===== src/bxe_pkg.sv =====
package bxe_pkg;

    // ---------------------------------------------------------------
    // encoding
    // ---------------------------------------------------------------
    localparam int         INSTR_W       = 14;
    localparam int         ADDR_W        = 7;
    localparam int         DATA_W        = 8;
    localparam int         BIT_SEL_W     = 3;
    localparam logic [1:0] CLASS_BIT     = 2'h1;
    localparam logic [1:0] SUB_CLEAR     = 2'h0;
    localparam logic [1:0] SUB_SET       = 2'h1;
    localparam logic [1:0] SUB_TEST_ZERO = 2'h2;
    localparam int         CLASS_MSB     = 13;
    localparam int         SUB_MSB       = 11;
    localparam int         BIT_MSB       = 9;
    localparam int         ADDR_MSB      = 6;

    // ---------------------------------------------------------------
    // phases and timing
    // ---------------------------------------------------------------
    localparam int         PHASES_PER_CYCLE = 4;
    localparam int         CYC_TEST_NOSKIP  = 1;
    localparam int         CYC_TEST_SKIP    = 2;
    localparam int         CYC_SET_CLEAR    = 1;

    typedef enum logic [3:0] {
        PH_DECODE  = 4'h1,
        PH_READ    = 4'h2,
        PH_PROCESS = 4'h4,
        PH_WRITE   = 4'h8
    } bxe_phase_t;

    typedef enum logic [2:0] {
        OP_OTHER = 3'h0,
        OP_CLEAR = 3'h1,
        OP_SET   = 3'h2,
        OP_TEST  = 3'h3
    } bxe_op_t;

    typedef struct packed {
        bxe_op_t                 op;
        logic [ADDR_W-1:0]       addr;
        logic [BIT_SEL_W-1:0]    bit_sel;
    } bxe_dec_t;

    typedef struct packed {
        logic                    valid;
        logic [INSTR_W-1:0]      word;
    } bxe_instr_t;

    typedef struct packed {
        logic                    we;
        logic [ADDR_W-1:0]       addr;
        logic [DATA_W-1:0]       data;
    } bxe_wr_t;

    localparam bxe_phase_t PHASE_RST = PH_DECODE;

endpackage


===== src/bxe_exec.sv =====
// Functional notes
// - clear or set opcode forces only the selected bit; others and flags untouched.
// - test opcode reads selected bit; if one, next instruction runs normally.
// - tested bit zero discards fetched next instruction, runs no-operation instead.
// - test takes one cycle, two when skipping; set and clear take one.
`timescale 1ns/1ps
`default_nettype none
module bxe_exec (
    input  wire logic                         sys_clk_i,
    input  wire logic                         rst_b_i,
    input  wire bxe_pkg::bxe_instr_t          instr_i,
    output logic                              instr_ready_o,
    output logic [bxe_pkg::ADDR_W-1:0]        rf_raddr_o,
    input  wire logic [bxe_pkg::DATA_W-1:0]   rf_rdata_i,
    output bxe_pkg::bxe_wr_t                  rf_wr_o,
    output logic                              cycle_end_o,
    output logic                              skip_nop_o,
    output logic                              busy_o
);
    // ---------------------------------------------------------------
    // state
    // ---------------------------------------------------------------
    typedef struct packed {
        bxe_pkg::bxe_phase_t     phase;
        logic                    active;
        logic                    skip_cyc;
        logic                    skip_pend;
        bxe_pkg::bxe_dec_t       dec;
        logic [bxe_pkg::DATA_W-1:0] data;
        bxe_pkg::bxe_wr_t        wr;
        logic                    cyc_end;
    } bxe_state_t;

    bxe_state_t        st_q;
    bxe_state_t        st_d;
    bxe_pkg::bxe_dec_t dec_w;

    bxe_decode u_decode (
        .word_i (instr_i.word),
        .dec_o  (dec_w)
    );

    // ---------------------------------------------------------------
    // phase sequencing
    // ---------------------------------------------------------------
    always_comb begin
        st_d         = st_q;
        st_d.wr.we   = 1'b0;
        st_d.cyc_end = 1'b0;
        unique case (st_q.phase)
            bxe_pkg::PH_DECODE: begin
                if (st_q.skip_pend && instr_i.valid) begin
                    // fetched word dropped, no-operation cycle runs
                    st_d.skip_cyc  = 1'b1;
                    st_d.skip_pend = 1'b0;
                    st_d.active    = 1'b1;
                    st_d.dec.op    = bxe_pkg::OP_OTHER;
                    st_d.phase     = bxe_pkg::PH_READ;
                end else if (instr_i.valid) begin
                    st_d.skip_cyc = 1'b0;
                    st_d.active   = 1'b1;
                    st_d.dec      = dec_w;
                    st_d.phase    = bxe_pkg::PH_READ;
                end
            end
            bxe_pkg::PH_READ: begin
                if (!st_q.skip_cyc) begin
                    st_d.data = rf_rdata_i;
                end
                st_d.phase = bxe_pkg::PH_PROCESS;
            end
            bxe_pkg::PH_PROCESS: begin
                if (!st_q.skip_cyc) begin
                    unique case (st_q.dec.op)
                        bxe_pkg::OP_CLEAR: st_d.data[st_q.dec.bit_sel] = 1'b0;
                        bxe_pkg::OP_SET:   st_d.data[st_q.dec.bit_sel] = 1'b1;
                        bxe_pkg::OP_TEST:
                            // bit one: next runs normally, zero: skip
                            st_d.skip_pend = ~st_q.data[st_q.dec.bit_sel];
                        bxe_pkg::OP_OTHER: st_d.data = st_q.data;
                    endcase
                end
                st_d.phase = bxe_pkg::PH_WRITE;
            end
            bxe_pkg::PH_WRITE: begin
                // only set or clear write back; test and skip cycle idle
                if (!st_q.skip_cyc && (st_q.dec.op == bxe_pkg::OP_CLEAR ||
                                       st_q.dec.op == bxe_pkg::OP_SET)) begin
                    st_d.wr.we   = 1'b1;
                    st_d.wr.addr = st_q.dec.addr;
                    st_d.wr.data = st_q.data;
                end
                st_d.cyc_end  = 1'b1;
                st_d.active   = 1'b0;
                st_d.skip_cyc = 1'b0;
                st_d.phase    = bxe_pkg::PH_DECODE;
            end
            default: begin
                st_d.phase = bxe_pkg::PHASE_RST;
            end
        endcase
    end

    // ---------------------------------------------------------------
    // registers
    // ---------------------------------------------------------------
    always_ff @(posedge sys_clk_i) begin
        if (!rst_b_i) begin
            st_q <= '0;
            st_q.phase <= bxe_pkg::PHASE_RST;
        end else begin
            st_q <= st_d;
        end
    end

    // ---------------------------------------------------------------
    // outputs
    // ---------------------------------------------------------------
    assign instr_ready_o = (st_q.phase == bxe_pkg::PH_DECODE);
    assign rf_raddr_o    = st_q.dec.addr;
    assign rf_wr_o       = st_q.wr;
    assign cycle_end_o   = st_q.cyc_end;
    assign skip_nop_o    = st_q.skip_cyc;
    assign busy_o        = st_q.active;

endmodule
`default_nettype wire


===== src/bxe_decode.sv =====
`timescale 1ns/1ps
`default_nettype none
module bxe_decode (
    input  wire logic [bxe_pkg::INSTR_W-1:0] word_i,
    output bxe_pkg::bxe_dec_t                dec_o
);
    // ---------------------------------------------------------------
    // field split and opcode classification
    // ---------------------------------------------------------------
    always_comb begin
        dec_o.addr    = word_i[bxe_pkg::ADDR_MSB:0];
        dec_o.bit_sel = word_i[bxe_pkg::BIT_MSB:bxe_pkg::ADDR_MSB+1];
        dec_o.op      = bxe_pkg::OP_OTHER;
        if (word_i[bxe_pkg::CLASS_MSB:bxe_pkg::CLASS_MSB-1] == bxe_pkg::CLASS_BIT) begin
            unique case (word_i[bxe_pkg::SUB_MSB:bxe_pkg::SUB_MSB-1])
                bxe_pkg::SUB_CLEAR:     dec_o.op = bxe_pkg::OP_CLEAR;
                bxe_pkg::SUB_SET:       dec_o.op = bxe_pkg::OP_SET;
                bxe_pkg::SUB_TEST_ZERO: dec_o.op = bxe_pkg::OP_TEST;
                default:                dec_o.op = bxe_pkg::OP_OTHER;
            endcase
        end
    end
endmodule
`default_nettype wire


===== config.mk =====
export PLATFORM = sky130hd
export DESIGN_NAME = bxe_exec
export DESIGN_NICKNAME = d
export VERILOG_FILES = /design/src/bxe_pkg.sv /design/src/bxe_exec.sv /design/src/bxe_decode.sv
export SDC_FILE = /design/constraint.sdc
export NUM_CORES = 1
export LEC_CHECK = 0
export BUFFER_PORTS_ARGS = -buffer_cell sky130_fd_sc_hd__buf_2
export CORE_MARGIN = 4
export CORE_UTILIZATION = 35
export DETAILED_ROUTE_END_ITERATION = 8
export PLACE_DENSITY = 0.52
export SYNTH_ARGS = -nofsm -noshare
export SYNTH_HDL_FRONTEND = slang
export SYNTH_HIERARCHICAL = 1
export SYNTH_SLANG_ARGS = --single-unit

===== constraint.sdc =====
create_clock -name sys_clk_i -period 4.1 [get_ports sys_clk_i]
set_clock_uncertainty 0.1 [all_clocks]
set_input_delay 0 -clock sys_clk_i [delete_from_list [all_inputs] [get_ports sys_clk_i]]
set_output_delay 0 -clock sys_clk_i [all_outputs]
set_load 0.1 [all_outputs]

==> results of run 1 <==
[critical path: stages, from the launching register on]
cell and delay (ns):
dfxtp_1 0.56, nor4b_2 0.34, nand3_1 0.74, mux2i_1 0.39
nor2b_1 0.07
[cell usage after synthesis]
cell type / instances
a31oi_1: 5
or4b_4: 1
nor3_1: 7
dfxtp_1: 45
o211ai_1: 5
a22o_1: 1
nand4_1: 2
clkbuf_1: 10
o21ai_1: 2
nand3b_1: 4
conb_1: 1
buf_6: 3
o311a_1: 1
nor4_1: 1
nor3b_2: 1
and2_0: 3
inv_1: 5
nor4b_1: 1
mux2i_1: 26
nor4b_2: 2
nor2b_1: 20
xor2_1: 1
nor3b_1: 2
or3_1: 2
a21oi_1: 2
o21ai_0: 18
or3b_2: 1
nand3_1: 3
a21boi_0: 10
o311ai_0: 1
nor4_4: 1
and3b_1: 2
a2111o_1: 1
nor2_1: 8
o21bai_1: 1
ha_1: 2
buf_4: 34
and2_1: 6
nand2_1: 21
nand2b_1: 2
a31o_2: 1
buf_2: 4
and3_1: 1
[kinds of logic after synthesis]
kind of cell | count (synthesis)
xor+xnor | 1
fa+ha+maj | 2
compound gates | 48
mux | 26
flops | 45
other cells | 1
simple gates | 91
buf+inv | 56
[cell type report]
class | instances | area, um^2
Fill cell | 694 | 4100
Multi-Input combinational cell | 169 | 1160
Sequential cell | 45 | 901
Timing Repair Buffer | 66 | 405
Tap cell | 80 | 100
Clock buffer | 5 | 68.8
Inverter | 5 | 18.8
Clock inverter | 1 | 5.00
[metrics by stage]
stage / power (W) / util
after floorplan: 0.000600 / -
after global placement: 0.000620 / 0.361
after detailed placement: 0.000621 / 0.361
after CTS: 0.000890 / 0.394
after global routing: 0.000918 / 0.394
final: 0.000870 / 0.394
[power breakdown]
part / switching, W / leakage (nW) / internal, W
sequential: 0.0000188 / 0.365 / 0.000449
clock: 0.000138 / 0.0399 / 0.000112
combinational: 0.000100 / 0.769 / 0.0000516
[worst max path at each step]
stage               cells past startpoint           to     start
floorplan                               5     st_q[38]  st_q[42]
global placement                        4   rf_wr_o[1]  st_q[44]
detailed placement                      4  rf_wr_o[10]  st_q[44]
CTS                                     4  rf_wr_o[12]  st_q[44]
global route                            4  rf_wr_o[12]  st_q[44]
finish                                  4  rf_wr_o[10]  st_q[44]
[layer usage]
metal / GRT usage / vias up / part of all wire
li1: - / 930 / -
met1: 0.177 / 818 / 0.49
met2: 0.199 / 39 / 0.44
met3: 0.0331 / 6 / 0.053
met4: 0.0415 / 0 / 0.013
met5: 0 / - / 0
[what timing repair did]
action / CTS / global route
hold buffers: 15 / 0
endpoints found under the hold margin: 15 / 0
buffers inserted: 0 / 0
==> impl_results.md, run 1 <==
- Status: finished clean
- Syn_area_per_cell: 8.97 um^2
- Vias in the first global route: 1,697
- Hold crit path type: input pin to register
- Most common cell after layout, fill and taps aside: buf_2
- GRT overflow: 0
- Register-to-Register Path Depth: 4
- Fmax achieved: 433 MHz
- Critical R2R Capture: rf_wr_o[10]
- Worst setup margin: 1.79 ns
- Largest net degree at the start of global routing: 50
- RSZ-0062 raised after global routing: false
- Final Cycle Share: 0.563
- Setup violators final: 0
- Synth Instances: 270
- Syn Std Cell Area: 2420 um^2
- Fin. Hold Viols: 0
- DR vias: 1,793
- Clock Latency Late Sink: 0.29 ns
- PD cells: 327 nW/um^2
- Post-Synth Adder-Cell Area: 0.0103
- Max-cap violations: 0
- Routability cong.: 0.799
- Hold path start: instr_i[12]
- Die width: 91.2 um
- Syn_nets: 297
- Crit path max fanout: 15
- Initial Util: 0.358
- H-Tree Level Count: 2
- Share of the synthesized area in the top cell type: 0.372
- Critical Path RT: 4.18 ns
- Dpl cell area: 2440 um^2
- CP Capture Type: register
- Count of different cell masters after synthesis: 43
- Final Cell Area: 2660 um^2
- WS Path Type: register to register
- Final Non-Filler Cells: 371
- Global-route wire length before repair: 8.74 mm
- Reg clk slew, reported paths: 0.08 ns
- Final HPWL DP: 3.58 mm
- Core Area: 6760 um^2
- Seq/Total Area, Yosys: 0.372
- P_leak: 1.17 nW
- Total of warnings raised by yosys: 6
- VDD IR max: 0.000108 V
- Die Footprint: 8310 um^2
- Pre-CTS setup slack: 1.80 ns
- Synth Area in Compound Gates: 0.128
- Simple-gate share of the synthesized area: 0.226
- Largest family of logic cells by synthesized area: simple AND/OR/NAND/NOR gates
- DRC: 0
- Final min period: 2.31 ns
- FP Rows: 30
- Placed cell count: 350
- Clock root buffer: clkbuf_8
- Setup slack, reg-to-reg: 1.79 ns
- Crit path DAT: 2.39 ns
- Post-synthesis xor/xnor area fraction: 0.00362
- Slew HR: 0.344
- Total Routing Usage GR: 0.130
- Worst reg2reg startpoint: st_q[44]
- Routed WL: 5.12 mm
- Initial antenna violation count: 0
- Cell taking the most area after synthesis: dfxtp_1
- Deepest clock path buffer count: 2
- Pins over their slew limit: 0
- Worst hold slack: 0.0298 ns
- Net count, final: 319
- Commonest cells after routing, fill and taps aside: buf_2 (51), dfxtp_1 (45), mux2i_1 (26)
- Initial DRC Count: 52
- Io pins: 52
- Post-synthesis mux area share: 0.107
- CTS tree: yes
- Routed wire per std cell: 13.8 um
- Hold Path End: st_q[35]
- Worst-Margin Slew: 0.981 ns
- CTS Sinks: 45
- Vias per cell: 4.83
- Setup TNS: 0 ns
- Hold depth: 4
- P&R area growth vs syn: 9.87%
- Post-route ant nets: 0
- Startpoint types: register
- Die H: 91.2 um
- DRT Pass-1 Iters: 4
- Yosys reg bits: 45
- Cts bufs inserted: 5
- Antenna diodes: 0
- Main area contributors after synthesis: dfxtp_1 (37%), mux2i_1 (11%), buf_4 (11%)
- Post-cts resize count: 0
- Share of cells above drive strength 1: 0.223
- Port Buf Inserts: 51
(Power assumes the default switching activity.)
==> run 2: changes to the inputs <==
- PLACE_DENSITY: 0.52 -> 0.54
- clock period: 4.1 -> 2.1 ns (I/O delays scaled with it)
==> run 2 against run 1 <==
  * Count of clock-buffer cells in the layout stayed put
  * Cell count is 3.5% higher
  * Setup slack worse by 1.6 ns
  * Sequential share of layout area is 1.8 points lower
  * Non-clock buffer count is 11 higher
  * Die area stayed put
  * Global-route usage is 0.30 points higher
==> impl_results.md, run 2 (synthesis results as in run 1) <==
- Fmax achieved: 535 MHz (was 433 MHz)
- CP cell instances: or4b_4 > nor2_1 > o21ai_0 > mux2i_1 (was nor4b_2 > nand3_1 > mux2i_1 > nor2b_1)
- Clock root buffer: clkbuf_8 (unchanged)
- Worst setup margin: 0.232 ns (was 1.79 ns)
- Final Cycle Share: 0.890 (was 0.563)
- CP Capture Type: register (unchanged)
- PD cells: 711 nW/um^2 (was 327 nW/um^2)
- Max-cap violations: 0 (unchanged)
- Die Footprint: 8310 um^2 (unchanged)
- Vias per cell: 4.81 (was 4.83)
- Routed wire per std cell: 13.7 um (was 13.8 um)
- Setup violators final: 0 (unchanged)
- Antenna diodes: 0 (unchanged)
- P&R area growth vs syn: 16.5% (was 9.87%)
- Global-route wire length before repair: 8.92 mm (was 8.74 mm)
- Cts bufs inserted: 5 (unchanged)
- Reg clk slew, reported paths: 0.09 ns (was 0.08 ns)
- Io pins: 52 (unchanged)
- Largest net degree at the start of global routing: 37 (was 50)
- Startpoint types: register (unchanged)
- Postcts setup bufs: 0 (unchanged)
- Vias in the first global route: 1,744 (was 1,697)
- Max incr delay on CP: 0.64 ns (was 0.74 ns)
- CP max stage cell: or4b_4 (was nand3_1)
- CTS Sinks: 45 (unchanged)
- Slew HR: 0.622 (was 0.344)
- VDD IR max: 0.000234 V (was 0.000108 V)
- Dpl cell area: 2510 um^2 (was 2440 um^2)
- Die H: 91.2 um (unchanged)
- Pre-CTS setup slack: 0.237 ns (was 1.80 ns)
- WS Path Type: register to register (unchanged)
- Commonest cells after routing, fill and taps aside: buf_2 (51), dfxtp_1 (43), mux2i_1 (26) (was buf_2 (51), dfxtp_1 (45), mux2i_1 (26))
- Clock Latency Late Sink: 0.30 ns (was 0.29 ns)
- Crit path max fanout: 16 (was 15)
- DRC: 0 (unchanged)
- Pins over their slew limit: 0 (unchanged)
- Worst-Margin Slew: 0.567 ns (was 0.981 ns)
- Routed WL: 5.28 mm (was 5.12 mm)
- Total Routing Usage GR: 0.133 (was 0.130)
- Most common cell after layout, fill and taps aside: buf_2 (unchanged)
- Fin. Hold Viols: 0 (unchanged)
- GRT overflow: 0 (unchanged)
- Initial Util: 0.358 (unchanged)
- FP Rows: 30 (unchanged)
- Final HPWL DP: 3.74 mm (was 3.58 mm)
- Critical Path RT: 2.23 ns (was 4.18 ns)
- P_leak: 1.27 nW (was 1.17 nW)
- Status: finished clean (unchanged)
- Post-cts resize count: 0 (unchanged)
- Net count, final: 330 (was 319)
- Final min period: 1.87 ns (was 2.31 ns)
- Routability cong.: 0.778 (was 0.799)
- Crit path DAT: 2.00 ns (was 2.39 ns)
- Core Area: 6760 um^2 (unchanged)
- DR vias: 1,848 (was 1,793)
- Die width: 91.2 um (unchanged)
- Port Buf Inserts: 51 (unchanged)
- Initial antenna violation count: 0 (unchanged)
- DRT Pass-1 Iters: 4 (unchanged)
- Final Cell Area: 2820 um^2 (was 2660 um^2)
- Filler cells: 680 (was 694)
- H-Tree Level Count: 2 (unchanged)
- Post-route ant nets: 0 (unchanged)
- Hold crit path type: input pin to register (unchanged)
- Share of cells above drive strength 1: 0.253 (was 0.223)
- CTS tree: yes (unchanged)
- Deepest clock path buffer count: 2 (unchanged)
- RSZ-0062 raised after global routing: false (unchanged)
- Hold Buf Count CTS: 18 (was 15)
- Initial DRC Count: 47 (was 52)
run 2: cell count changes in the layout (fill, tap and decap cells not counted):
cell | previous run | this run
nor4b_2 | 3 | 2
buf_4 | 0 | 8
dfxtp_2 | 0 | 2
bufinv_16 | 0 | 2
nor4b_4 | 0 | 1
dlygate4sd3_1 | 15 | 18
dfxtp_1 | 45 | 43
run 2: layout make-up:
class / count / area (um^2) / area share
multi-input combinational: 169 / 1170 / 0.415
sequential: 45 / 903 / 0.320
timing repair buffer: 77 / 495 / 0.176
tap: 80 / 100 / 0.0355
clock buffer: 5 / 68.8 / 0.0244
clock inverter: 3 / 65.1 / 0.0231
inverter: 5 / 18.8 / 0.00665
run 2: path summary, 6_finish.rpt:
kind / start / endpoint / slack [ns] / cells after the start
hold reg to reg: busy_o / busy_o / 0.38 / 2
hold / removal: instr_i[12] / st_q[35] / 0.02 / 4
setup reg to reg: st_q[42] / register / 0.23 / 4
setup / recovery: st_q[42] / register / 0.23 / 4
run 2: metal layers:
layer,global-route usage,part of all wire
met5,0,0
met1,0.179,0.49
met3,0.0373,0.046
met4,0.0339,0.0078
met2,0.208,0.45
run 2: critical path, delay by kind of cell (launching register included):
| family | cells | cell delay [ns] |
|---|---|---|
| AND/OR/NAND/NOR | 2 | 0.98 |
| flip-flops | 1 | 0.41 |
| AO/OA/AOI/OAI | 1 | 0.15 |
| multiplexers | 1 | 0.15 |
run 2: where the power goes:
part,internal [W],switching [W]
Clock,0.000473,0.000305
Combinational,0.000115,0.000199
Sequential,0.000878,0.0000376
Total,0.00147,0.000542
run 2: stage by stage:
| step | total power (W) | std cells | hold WS (ns) | util | TNS [ns] |
|---|---|---|---|---|---|
| 2_1_floorplan | 0.00118 | 270 | 0.0958 | - | -0.179 |
| 3_3_place_gp | 0.00122 | 358 | 0.156 | 0.371 | 0 |
| 3_5_place_dp | 0.00123 | 358 | 0.161 | 0.371 | 0 |
| 4_1_cts | 0.00203 | 384 | 0.0136 | 0.418 | 0 |
| 5_1_grt | 0.00210 | 384 | 0.0303 | 0.418 | 0 |
| 6_report | 0.00201 | 384 | 0.0231 | 0.418 | 0 |
==> run 3: changes to the inputs <==
- CORE_ASPECT_RATIO: unset -> 0.75
- CORE_UTILIZATION: 35 -> 40
- PLACE_DENSITY: 0.54 -> 0.61
==> run 3 against run 2 <==
  * Sequential power hardly changed
  * Sequential cell count stayed put
  * Combinational power is 2% lower
  * Setup slack worse by 0.040 ns
  * Register-to-register slack worse by 0.04 ns
  * Fmax is 2.1% lower
  * Design area is 2.4% lower
  * First-iteration DRC count is 120% higher
  * Power is 6.4% lower
  * Non-clock buffer count is 5 lower
  * Clock power is 16% lower
  * Largest cell class unchanged
  * Highest routed layer unchanged
==> impl_results.md, run 3 (synthesis results as in run 1) <==
- Pins over their slew limit: 0 (unchanged)
- Worst setup margin: 0.192 ns (was 0.232 ns)
- CTS tree: yes (unchanged)
- Reg clk slew, reported paths: 0.08 ns (was 0.09 ns)
- VDD IR max: 0.000382 V (was 0.000234 V)
- Total Routing Usage GR: 0.145 (was 0.133)
- WS Path Type: register to register (unchanged)
- Share of cells above drive strength 1: 0.251 (was 0.253)
- CP Capture Type: register (unchanged)
- Placed cell count: 354 (was 358)
- Final Non-Filler Cells: 377 (was 384)
- Crit path DAT: 2.03 ns (was 2.00 ns)
- Worst-Margin Slew: 0.537 ns (was 0.567 ns)
- Routed wire per std cell: 13.2 um (was 13.7 um)
- PD cells: 682 nW/um^2 (was 711 nW/um^2)
- Fin. Hold Viols: 0 (unchanged)
- Die width: 97.8 um (was 91.2 um)
- RSZ-0062 raised after global routing: false (unchanged)
- DRT Pass-1 Iters: 4 (unchanged)
- H-Tree Level Count: 2 (unchanged)
- Routability cong.: 0.830 (was 0.778)
- Post-route ant nets: 0 (unchanged)
- Pre-CTS setup slack: 0.126 ns (was 0.237 ns)
- Fmax achieved: 524 MHz (was 535 MHz)
- Bufs and invs on worst path: 0 (unchanged)
- Final min period: 1.91 ns (was 1.87 ns)
- Clock Latency Late Sink: 0.30 ns (about the same)
- Max-cap violations: 0 (unchanged)
- Clock root buffer: clkbuf_8 (unchanged)
- Setup violators final: 0 (unchanged)
- Cts bufs inserted: 5 (unchanged)
- Max incr delay on CP: 0.62 ns (was 0.64 ns)
- Port Buf Inserts: 51 (unchanged)
- DRC: 0 (unchanged)
- Crit path max fanout: 16 (unchanged)
- Final Cycle Share: 0.909 (was 0.890)
- Worst hold slack: 0.00852 ns (was 0.0231 ns)
- Die H: 75.4 um (was 91.2 um)
- Largest net degree at the start of global routing: 30 (was 37)
- DR vias: 1,833 (was 1,848)
- Slew HR: 0.641 (was 0.622)
- FP Rows: 24 (was 30)
- CP cell instances: or4b_4 > nor2_2 > o21ai_0 > mux2i_1 (was or4b_4 > nor2_1 > o21ai_0 > mux2i_1)
- GRT overflow: 0 (unchanged)
- Net count, final: 325 (was 330)
- Status: finished clean (unchanged)
- Initial Util: 0.416 (was 0.358)
- Commonest cells after routing, fill and taps aside: buf_2 (51), dfxtp_1 (43), mux2i_1 (26) (unchanged)
- Die Footprint: 7370 um^2 (was 8310 um^2)
- P&R area growth vs syn: 13.7% (was 16.5%)
- Antenna diodes: 0 (unchanged)
- Hold crit path type: input pin to register (unchanged)
- Filler cells: 589 (was 680)
- Critical Path RT: 2.23 ns (about the same)
- Final HPWL DP: 3.59 mm (was 3.74 mm)
- Routed WL: 4.97 mm (was 5.28 mm)
- CTS Sinks: 45 (unchanged)
- Startpoint types: register (unchanged)
- Vias per cell: 4.86 (was 4.81)
- Postcts setup bufs: 0 (unchanged)
- Initial antenna violation count: 0 (unchanged)
- Vias in the first global route: 1,684 (was 1,744)
- Most common cell after layout, fill and taps aside: buf_2 (unchanged)
- Io pins: 52 (unchanged)
- Critical path's top delay family: simple AND/OR/NAND/NOR gates (unchanged)
- P_leak: 1.23 nW (was 1.27 nW)
- Deepest clock path buffer count: 2 (unchanged)
- Initial DRC Count: 103 (was 47)
- Core Area: 5830 um^2 (was 6760 um^2)
- Global-route wire length before repair: 8.56 mm (was 8.92 mm)
- CP max stage cell: or4b_4 (unchanged)
-- run 3: layout make-up --
type | count | area (um^2) | area share
inverter | 5 | 18.8 | 0.00682
sequential | 45 | 903 | 0.328
multi-input combinational | 169 | 1170 | 0.426
timing repair buffer | 72 | 450 | 0.164
clock buffer | 6 | 72.6 | 0.0264
clock inverter | 2 | 38.8 | 0.0141
tap | 78 | 97.6 | 0.0354
-- run 3: metrics by stage --
step	total power, W	TNS [ns]	utilization	instance area (um^2)
after detailed placement	0.00122	0	0.427	2490
after global placement	0.00122	0	0.427	2490
after floorplan	0.00118	-0.179	-	2440
after CTS	0.00190	0	0.472	2750
final	0.00188	0	0.473	2750
after global routing	0.00197	0	0.473	2750
-- run 3: power by group --
part	internal [W]	switching [W]	leakage (nW)
registers	0.000878	0.0000370	0.366
logic	0.000111	0.000198	0.808
clock network	0.000357	0.000298	0.0554
total	0.00135	0.000532	1.23
-- run 3: worst paths after layout --
path / startpoint / end / slack [ns] / cells after the start
worst max-delay path: st_q[43] / register / 0.19 / 4
worst min-delay path: rf_rdata_i[1] / register / 0.009 / 4
worst max register to register: st_q[43] / register / 0.19 / 4
worst min register to register: busy_o / busy_o / 0.38 / 2
-- run 3: routing by layer --
| metal | wire (um) | global-route usage |
|---|---|---|
| met1 | 2660 | 0.220 |
| met2 | 1940 | 0.201 |
| met3 | 331 | 0.0384 |
| met4 | 48 | 0.0369 |
| met5 | 0 | 0 |
-- run 3: worst reg2reg max path, stage by stage, from the launching register on --
cell and delay [ns]:
dfxtp_1 0.55, or4b_4 0.62, nor2_2 0.27, o21ai_0 0.14
mux2i_1 0.16
-- run 3: timing repair --
| action | 4_1_cts | 5_1_grt |
|---|---|---|
| resized for setup | 0 | 1 |
| hold buffers | 15 | 0 |
| endpoints found under the setup margin | 0 | 6 |
| endpoints found under the hold margin | 15 | 0 |
